--- src/core/qwce_map.vh ---
// constants of the quad wiper command engine
`ifndef QWCE_MAP_VH
`define QWCE_MAP_VH

// ==========================================================
// clock and programming time
`define QWCE_CLK_MHZ 100
`define QWCE_PROG_TIME_US 5000

// ==========================================================
// address byte
// type code value is arbitrary
`define QWCE_TYPE_CODE 4'hA
`define QWCE_BYTE_BITS 4'h8

// ==========================================================
// instruction opcodes, bits [7:4] of the instruction byte
`define QWCE_OP_ALL_LOAD 4'h1
`define QWCE_OP_STEP 4'h2
`define QWCE_OP_ALL_SAVE 4'h8
`define QWCE_OP_RD_WIPER 4'h9
`define QWCE_OP_WR_WIPER 4'hA
`define QWCE_OP_RD_STORE 4'hB
`define QWCE_OP_WR_STORE 4'hC
`define QWCE_OP_LOAD 4'hD
`define QWCE_OP_SAVE 4'hE

// ==========================================================
// instruction byte fields
`define QWCE_OP_MSB 7
`define QWCE_OP_LSB 4
`define QWCE_SET_MSB 3
`define QWCE_SET_LSB 2
`define QWCE_POT_MSB 1
`define QWCE_POT_LSB 0

// ==========================================================
// wiper limits and reset values
`define QWCE_TAP_MAX 6'h3F
`define QWCE_TAP_MIN 6'h00
`define QWCE_NV_INIT 6'h20
`define QWCE_WIPER_RST 6'h00

`endif

--- src/core/qwce_engine.v ---
// command engine of a quad 64-tap potentiometer behind a two-wire slave port
// Operation
// - first byte upper four bits must equal device type code, else ignore
// - first byte lower four bits must match the four address straps
// - write is address, instruction, data bytes, each acknowledged, then stop
// - instruction: opcode top four bits, setting select, pot select lowest
// - setting select 00..11 picks stored register zero..three
// - stored-register command starts programming at stop; ignore master meanwhile
// - programming of a stored register completes within 5 ms
// - address polled while busy is not acknowledged, acknowledged when done
// - write-protect low: address and instruction acked, stored-register data nacked, never programs
// - write-protect falling during programming does not disturb it
// - four 6-bit wiper registers, each decoded to one of 64 taps
// - at power-up each wiper loads stored register zero of its pot
// - four 6-bit stored registers per pot, readable and writable
// - opcode 1001 returns chosen wiper in third byte
// - opcode 1010 writes data byte into chosen wiper
// - opcode 1011 returns chosen stored register in third byte
// - opcode 1100 programs data byte into chosen stored register
// - opcode 1101 copies chosen stored register into its wiper
// - opcode 1110 copies wiper into chosen stored register, non-volatile
// - opcode 0001 copies each pot's selected stored register into its own wiper, all four at once
// - opcode 1000 saves all four wipers to selected stored registers
// - opcode 0010 enables single-step of chosen wiper
// - each clock high with data high steps up, data low steps down
// - every stored-register write or copy programs after stop while write-protect is high
// - read sends eight bits, continues on master ack, else waits stop
`timescale 1ns/1ps
`default_nettype none
`include "qwce_map.vh"

module qwce_engine #(
  parameter integer PROG_CYCLES = `QWCE_PROG_TIME_US * `QWCE_CLK_MHZ,
  parameter [3:0] DEV_TYPE = `QWCE_TYPE_CODE // arbitrary value
) (
  // clock and reset
  input wire ref_clk,
  input wire sys_rst,
  // two-wire bus
  input wire scl_in,
  input wire sda_in,
  output reg sda_out_q,
  output reg sda_oe_q,
  // straps and protection
  input wire [3:0] address_strap_inputs,
  input wire wp_n_in,
  // wiper state
  output reg [23:0] wiper_position_q,
  output reg [255:0] tap_select_q,
  output reg prog_busy_q
);

  // ==========================================================
  // states
  localparam [3:0] ST_IDLE = 4'h0;
  localparam [3:0] ST_ADDR = 4'h1;
  localparam [3:0] ST_INSTR = 4'h2;
  localparam [3:0] ST_DATA = 4'h3;
  localparam [3:0] ST_ACK = 4'h4;
  localparam [3:0] ST_TX = 4'h5;
  localparam [3:0] ST_TXACK = 4'h6;
  localparam [3:0] ST_STEP = 4'h7;
  localparam [3:0] ST_WAIT = 4'h8;
  localparam integer PROG_LAST_I = PROG_CYCLES - 1;
  // 20-bit timer covers the 5 ms default at 100 MHz
  localparam [19:0] PROG_LAST = PROG_LAST_I[19:0];

  // ==========================================================
  // instruction legality
  function legal_instr;
    input [7:0] ins;
    begin
      case (ins[`QWCE_OP_MSB:`QWCE_OP_LSB])
        `QWCE_OP_RD_WIPER, `QWCE_OP_WR_WIPER, `QWCE_OP_STEP:
          legal_instr = (ins[`QWCE_SET_MSB:`QWCE_SET_LSB] == 2'b00);
        `QWCE_OP_RD_STORE, `QWCE_OP_WR_STORE, `QWCE_OP_LOAD, `QWCE_OP_SAVE:
          legal_instr = 1'b1;
        `QWCE_OP_ALL_LOAD, `QWCE_OP_ALL_SAVE:
          legal_instr = (ins[`QWCE_POT_MSB:`QWCE_POT_LSB] == 2'b00);
        default:
          legal_instr = 1'b0;
      endcase
    end
  endfunction

  // ==========================================================
  // input synchronisers
  reg scl_m_q, scl_s_q, scl_p_q;
  reg sda_m_q, sda_s_q, sda_p_q;
  reg [3:0] strap_m_q, strap_s_q;
  reg wpn_m_q, wpn_s_q;

  always @(posedge ref_clk) begin
    if (sys_rst) begin
      scl_m_q <= 1'b1;
      scl_s_q <= 1'b1;
      scl_p_q <= 1'b1;
      sda_m_q <= 1'b1;
      sda_s_q <= 1'b1;
      sda_p_q <= 1'b1;
      strap_m_q <= 4'h0;
      strap_s_q <= 4'h0;
      wpn_m_q <= 1'b0;
      wpn_s_q <= 1'b0;
    end else begin
      scl_m_q <= scl_in;
      scl_s_q <= scl_m_q;
      scl_p_q <= scl_s_q;
      sda_m_q <= sda_in;
      sda_s_q <= sda_m_q;
      sda_p_q <= sda_s_q;
      strap_m_q <= address_strap_inputs;
      strap_s_q <= strap_m_q;
      wpn_m_q <= wp_n_in;
      wpn_s_q <= wpn_m_q;
    end
  end

  wire scl_rise = scl_s_q & ~scl_p_q;
  wire scl_fall = ~scl_s_q & scl_p_q;
  wire start_det = scl_s_q & scl_p_q & sda_p_q & ~sda_s_q;
  wire stop_det = scl_s_q & scl_p_q & ~sda_p_q & sda_s_q;

  // ==========================================================
  // engine state
  reg [3:0] st_q, nxt_q, cnt_q;
  reg [7:0] sh_q, ins_q, tx_q;
  reg mack_q, recall_q;
  reg pend_q;
  reg [3:0] pmask_q;
  reg [1:0] psel_q;
  reg [23:0] pdat_q;
  reg [19:0] pcnt_q;
  reg [5:0] wiper_q [0:3];
  reg [5:0] stored_q [0:15];
  integer i;

  wire [1:0] pot = ins_q[`QWCE_POT_MSB:`QWCE_POT_LSB];
  wire [1:0] set = ins_q[`QWCE_SET_MSB:`QWCE_SET_LSB];
  wire [1:0] sh_pot = sh_q[`QWCE_POT_MSB:`QWCE_POT_LSB];
  wire [1:0] sh_set = sh_q[`QWCE_SET_MSB:`QWCE_SET_LSB];

  always @(posedge ref_clk) begin
    if (sys_rst) begin
      st_q <= ST_IDLE;
      nxt_q <= ST_IDLE;
      cnt_q <= 4'h0;
      sh_q <= 8'h00;
      ins_q <= 8'h00;
      tx_q <= 8'h00;
      mack_q <= 1'b0;
      recall_q <= 1'b1;
      pend_q <= 1'b0;
      pmask_q <= 4'h0;
      psel_q <= 2'b00;
      pdat_q <= 24'h000000;
      pcnt_q <= 20'h00000;
      prog_busy_q <= 1'b0;
      sda_oe_q <= 1'b0;
      sda_out_q <= 1'b0;
      for (i = 0; i < 4; i = i + 1)
        wiper_q[i] <= `QWCE_WIPER_RST;
      // stand-in for blank memory; a real array would keep its contents
      for (i = 0; i < 16; i = i + 1)
        stored_q[i] <= `QWCE_NV_INIT;
    end else begin
      sda_out_q <= 1'b0;
      recall_q <= 1'b0;
      if (recall_q) begin
        for (i = 0; i < 4; i = i + 1)
          wiper_q[i] <= stored_q[i * 4];
      end
      // programming timer; protect pin is ignored once it runs
      if (prog_busy_q) begin
        if (pcnt_q == PROG_LAST) begin
          prog_busy_q <= 1'b0;
          for (i = 0; i < 4; i = i + 1)
            if (pmask_q[i])
              stored_q[i * 4 + psel_q] <= pdat_q[i * 6 +: 6];
        end else begin
          pcnt_q <= pcnt_q + 20'h00001;
        end
      end
      if (start_det) begin
        st_q <= ST_ADDR;
        cnt_q <= 4'h0;
        sda_oe_q <= 1'b0;
      end else if (stop_det) begin
        st_q <= ST_IDLE;
        sda_oe_q <= 1'b0;
        pend_q <= 1'b0;
        if (pend_q && wpn_s_q && !prog_busy_q) begin
          prog_busy_q <= 1'b1;
          pcnt_q <= 20'h00000;
        end
      end else begin
        case (st_q)
          ST_ADDR, ST_INSTR, ST_DATA: begin
            if (scl_rise) begin
              sh_q <= {sh_q[6:0], sda_s_q};
              cnt_q <= cnt_q + 4'h1;
            end else if (scl_fall && cnt_q == `QWCE_BYTE_BITS) begin
              cnt_q <= 4'h0;
              if (st_q == ST_ADDR) begin
                // busy device stays silent so the master can poll
                if (sh_q[7:4] == DEV_TYPE && sh_q[3:0] == strap_s_q
                    && !prog_busy_q) begin
                  sda_oe_q <= 1'b1;
                  st_q <= ST_ACK;
                  nxt_q <= ST_INSTR;
                end else begin
                  st_q <= ST_WAIT;
                end
              end else if (st_q == ST_INSTR) begin
                if (!legal_instr(sh_q)) begin
                  st_q <= ST_WAIT;
                end else begin
                  ins_q <= sh_q;
                  sda_oe_q <= 1'b1;
                  st_q <= ST_ACK;
                  nxt_q <= ST_WAIT;
                  case (sh_q[`QWCE_OP_MSB:`QWCE_OP_LSB])
                    `QWCE_OP_RD_WIPER: begin
                      tx_q <= {2'b00, wiper_q[sh_pot]};
                      nxt_q <= ST_TX;
                    end
                    `QWCE_OP_RD_STORE: begin
                      tx_q <= {2'b00, stored_q[{sh_pot, sh_set}]};
                      nxt_q <= ST_TX;
                    end
                    `QWCE_OP_WR_WIPER, `QWCE_OP_WR_STORE:
                      nxt_q <= ST_DATA;
                    `QWCE_OP_LOAD:
                      wiper_q[sh_pot] <= stored_q[{sh_pot, sh_set}];
                    `QWCE_OP_ALL_LOAD: begin
                      for (i = 0; i < 4; i = i + 1)
                        wiper_q[i] <= stored_q[i * 4 + sh_set];
                    end
                    `QWCE_OP_SAVE, `QWCE_OP_ALL_SAVE: begin
                      pend_q <= 1'b1;
                      psel_q <= sh_set;
                      pdat_q <= {wiper_q[3], wiper_q[2], wiper_q[1], wiper_q[0]};
                      if (sh_q[`QWCE_OP_MSB:`QWCE_OP_LSB] == `QWCE_OP_SAVE)
                        pmask_q <= 4'h1 << sh_pot;
                      else
                        pmask_q <= 4'hF;
                    end
                    `QWCE_OP_STEP:
                      nxt_q <= ST_STEP;
                    default:
                      nxt_q <= ST_WAIT;
                  endcase
                end
              end else begin
                st_q <= ST_WAIT;
                if (ins_q[`QWCE_OP_MSB:`QWCE_OP_LSB] == `QWCE_OP_WR_WIPER) begin
                  wiper_q[pot] <= sh_q[5:0];
                  sda_oe_q <= 1'b1;
                  st_q <= ST_ACK;
                  nxt_q <= ST_WAIT;
                end else if (wpn_s_q) begin
                  pend_q <= 1'b1;
                  pmask_q <= 4'h1 << pot;
                  psel_q <= set;
                  pdat_q <= {4{sh_q[5:0]}};
                  sda_oe_q <= 1'b1;
                  st_q <= ST_ACK;
                  nxt_q <= ST_WAIT;
                end
              end
            end
          end
          ST_ACK: begin
            if (scl_fall) begin
              st_q <= nxt_q;
              cnt_q <= 4'h0;
              if (nxt_q == ST_TX) begin
                sda_oe_q <= ~tx_q[7];
                sh_q <= {tx_q[6:0], 1'b0};
              end else begin
                sda_oe_q <= 1'b0;
              end
            end
          end
          ST_TX: begin
            if (scl_rise) begin
              cnt_q <= cnt_q + 4'h1;
            end else if (scl_fall) begin
              if (cnt_q == `QWCE_BYTE_BITS) begin
                sda_oe_q <= 1'b0;
                st_q <= ST_TXACK;
              end else begin
                sda_oe_q <= ~sh_q[7];
                sh_q <= {sh_q[6:0], 1'b0};
              end
            end
          end
          ST_TXACK: begin
            if (scl_rise) begin
              mack_q <= ~sda_s_q;
            end else if (scl_fall) begin
              cnt_q <= 4'h0;
              if (mack_q) begin
                sda_oe_q <= ~tx_q[7];
                sh_q <= {tx_q[6:0], 1'b0};
                st_q <= ST_TX;
              end else begin
                st_q <= ST_WAIT;
              end
            end
          end
          ST_STEP: begin
            if (scl_rise) begin
              if (sda_s_q && wiper_q[pot] != `QWCE_TAP_MAX)
                wiper_q[pot] <= wiper_q[pot] + 6'h01;
              else if (!sda_s_q && wiper_q[pot] != `QWCE_TAP_MIN)
                wiper_q[pot] <= wiper_q[pot] - 6'h01;
            end
          end
          ST_IDLE, ST_WAIT: begin
            sda_oe_q <= 1'b0;
          end
          default: begin
            st_q <= ST_IDLE;
            sda_oe_q <= 1'b0;
          end
        endcase
      end
    end
  end

  // ==========================================================
  // wiper outputs and tap decode
  genvar g;
  generate
    for (g = 0; g < 4; g = g + 1) begin : g_pot
      always @(posedge ref_clk) begin
        if (sys_rst) begin
          wiper_position_q[g * 6 +: 6] <= 6'h00;
          tap_select_q[g * 64 +: 64] <= 64'h0000000000000000;
        end else begin
          wiper_position_q[g * 6 +: 6] <= wiper_q[g];
          tap_select_q[g * 64 +: 64] <= 64'h0000000000000001 << wiper_q[g];
        end
      end
    end
  endgenerate

  // stored registers are reached only through the bus commands

endmodule // qwce_engine
`default_nettype wire

--- config.mk ---
export PLATFORM = sky130hd
export DESIGN_NAME = qwce_engine
export DESIGN_NICKNAME = d
export VERILOG_FILES = /design/src/core/qwce_engine.v
export VERILOG_INCLUDE_DIRS = /design/src /design/src/core
export SDC_FILE = /design/constraint.sdc
export NUM_CORES = 1
export LEC_CHECK = 0
export BUFFER_PORTS_ARGS = -buffer_cell sky130_fd_sc_hd__buf_2
export CORE_MARGIN = 2
export CORE_UTILIZATION = 38
export CTS_CLUSTER_SIZE = 40
export DETAILED_ROUTE_END_ITERATION = 10
export GPL_TIMING_DRIVEN = 0
export PLACE_DENSITY_LB_ADDON = 0.2
export SLEW_MARGIN = 0
export SYNTH_ARGS = -nofsm -noshare
export SYNTH_HDL_FRONTEND = slang
export SYNTH_SLANG_ARGS = --single-unit
--- constraint.sdc ---
create_clock -name ref_clk -period 8.9 [get_ports ref_clk]
set_input_delay 0.445 -clock ref_clk [delete_from_list [all_inputs] [get_ports ref_clk]]
set_output_delay 0.445 -clock ref_clk [all_outputs]
set_load 0.01 [all_outputs]
==> results.cfg <==
[route]
viasPerCell = 5.15
wl_met3_um = 4630
initialDrtViolationCount = 1312
met2_length_um = 28500
drc = 0
drt-wirelength-per-cell_um = 20.3
drt_pass1_iterations = 6
highest_layer = met4
wl_met1_um = 24300
routed_wl_um = 59000
ant_nets = 0
via_count = 15000

[finish]
fin_cells = 2904
area_growth_pct = 21.1
finalNetCount = 2197
n_antenna_cell = 0
final_layout_size_suffix_gt1_share_pct = 22.8
fillers = 4806

[setup_path]
crit_path_max_fanout = 10
crit_required_ns = 9.25
cp-end-kind = flop
crit_type = reg2reg
cp-start-kind = flop
critPathArrivalTime_ns = 4.26

[job]
maxCapViolCount = 0

[clock_network]
h-tree-depth = 2
post_cts_resized = 0
insertion_delay_ns = 0.62
numCtsBuffers = 52
clockBufferDepth = 3
cts.clk_slew.worst_paths_ns = 0.06
cts_root_buf = clkbuf_16
cts_tree = yes
post_cts_buffers = 0
cts_sinks = 511
cts_hold_buf = 1

[logic_synthesis]
ys_seq_area_share_pct = 58.3
synth_cell_types = 80
synthFlopType = dfxtp_1
synth_fp_nets = 1852
synth_cells = 1837
async_reset_ff_share_pct = 0
ys_warn_count = 0
avgSynthCellArea_um2 = 10.7
syn-cell-area_mm2 = 0.0196
ys_ff_latch = 511
synth-edff-count = 120

[sta]
period_share_pct = 44.0
setup_violations = 0
max_freq_mhz = 255
grt_setup_unrepaired = no
drv_slew = 0
finClkSkew_ns = 0.0163
hold_viol_final = 0
tns_ns = 0
worst_pin_slew_ns = 1.36
period_needed_ns = 3.91
slew_headroom_pct = 8.25

[grt]
grt_overflow = 0
grt_pass1_wl_um = 88500
grt_max_degree = 16
first_global_vias = 14500
antenna_found_initial = 0
grtUsageTotal_pct = 21.7

[placement]
globalplace.congestion = 0.896
hpwl_um = 44300
portBuffers = 290
dp.cells = 2807

[floorplanning]
die_area_mm2 = 0.0534
die_w_um = 231
ios = 292
core_mm2 = 0.0512
die_h_um = 231
std_cell_rows = 83
start_util_pct = 38.3

[run_status]
status = complete, no violations

[power]
leakage_nw = 9.33
p_per_area_mw_per_mm2 = 212
ir_drop_uv = 138

[min_path]
min_path_type = in2reg
hp-start = scl_in
[critical path, cell delays in order, from the launching register on]
cell	delay (ns)
dfxtp_1	0.57
clkbuf_1	0.61
clkbuf_1	0.67
mux4_2	0.46
a22oi_1	0.22
nand3_1	0.19
mux2i_1	0.42
a221o_1	0.36
mux2i_1	0.14
[metrics by stage]
step                      power (mW)  setup slack [ns]  instance area, um^2  hold slack, ns  utilization, %
after floorplan                 2.69              6.04                19600           0.389               -
after CTS                       5.07              5.11                23700          0.0288            46.4
after detailed placement        2.81              5.09                21900           0.400            42.8
after global routing            5.19              4.96                23700          0.0377            46.4
after global placement          2.81              5.12                21900           0.403            42.8
final                           5.04              4.99                23700          0.0501            46.4
[final timing paths]
| kind | slack [ns] | end | cells after the start |
|---|---|---|---|
| min reg2reg | 0.43 | scl_s_q | 1 |
| max | 4.99 | wiper_q[1][2] | 8 |
| min | 0.05 | scl_m_q | 2 |
| max reg2reg | 4.99 | wiper_q[1][2] | 8 |
[cell type report]
cell class	instances	area, um^2	share of cell area [%]
Multi-Input combinational cell	1198	7640	32.2
Clock buffer	76	1600	6.73
Timing Repair Buffer	291	1460	6.16
Sequential cell	511	11400	48.2
Inverter	14	52.6	0.221
Buffer	114	472	1.99
Clock inverter	20	230	0.970
Tap cell	680	851	3.58
[flip-flops by register name (all words and copies together) (netlist names), 2 cells and up, named ones only]
register	cells
tap_select_q	256
ins_q	8
strap_s_q	4
tx_q	6
pmask_q	4
stored_q	96
st_q	4
pdat_q	24
cnt_q	4
pcnt_q	20
sh_q	8
strap_m_q	4
wiper_position_q	24
psel_q	2
wiper_q	24
nxt_q	4
[layout by cell type (no fill, tap or decap), drive strengths merged, types with 48 or more instances in the layout]
cell      n
buf     313
and2     86
dfxtp   391
clkbuf  167
nor2    389
mux4     57
nand3    48
nand2   149
nor2b    62
edfxtp  120
[cell usage after synthesis, types with 3 or more instances]
cell / count / area, um^2
or3_1: 22 / 138
o21a_1: 3 / 22.5
nand3b_1: 4 / 30.0
nand2_1: 149 / 559
or2_2: 26 / 163
o21bai_1: 3 / 22.5
inv_1: 14 / 52.6
nand2b_1: 25 / 156
and2_1: 86 / 538
nor2b_1: 62 / 388
a221o_1: 4 / 40.0
and4_1: 3 / 26.3
mux2i_1: 42 / 420
a211oi_1: 12 / 90.1
nor3_1: 13 / 65.1
o21ai_0: 20 / 100
nor2_1: 389 / 1460
and3b_1: 3 / 26.3
nor3b_1: 3 / 22.5
mux2_2: 5 / 56.3
a22oi_1: 3 / 22.5
nand4_1: 14 / 87.6
nor4b_1: 5 / 43.8
xor2_1: 11 / 96.3
mux2_4: 4 / 60.1
and3_1: 22 / 138
a311oi_1: 31 / 272
ha_1: 6 / 75.1
buf_1: 6 / 22.5
a21o_1: 4 / 30.0
buf_2: 11 / 55.1
nor4_1: 7 / 43.8
buf_4: 4 / 30.0
edfxtp_1: 120 / 3600
o311ai_0: 4 / 35.0
clkbuf_1: 91 / 342
nand3_1: 47 / 235
dfxtp_1: 391 / 7830
a21oi_1: 40 / 200
xnor2_1: 21 / 184
mux4_2: 57 / 1280
[cell families after synthesis]
kind of cell,share of synthesized area (%)
buffers and inverters,2.68
AOI/OAI and AO/OA,5.91
adders and majority gates,0.383
DFF,58.3
xor gates and xnor gates,1.51
muxes,9.29
and+or+nand+nor,21.9
other,0.0191
[power breakdown]
group,switching (mW),internal [mW]
Combinational,0.203,0.112
Sequential,0.0314,2.42
Clock,0.958,1.32
[per-layer routing]
layer | track usage, % | vias to the layer above
met5 | 0 | -
met4 | 6.35 | 0
met3 | 4.18 | 109
met2 | 37.2 | 610
met1 | 27.9 | 7229
li1 | - | 7013
(Power assumes the default switching activity.)
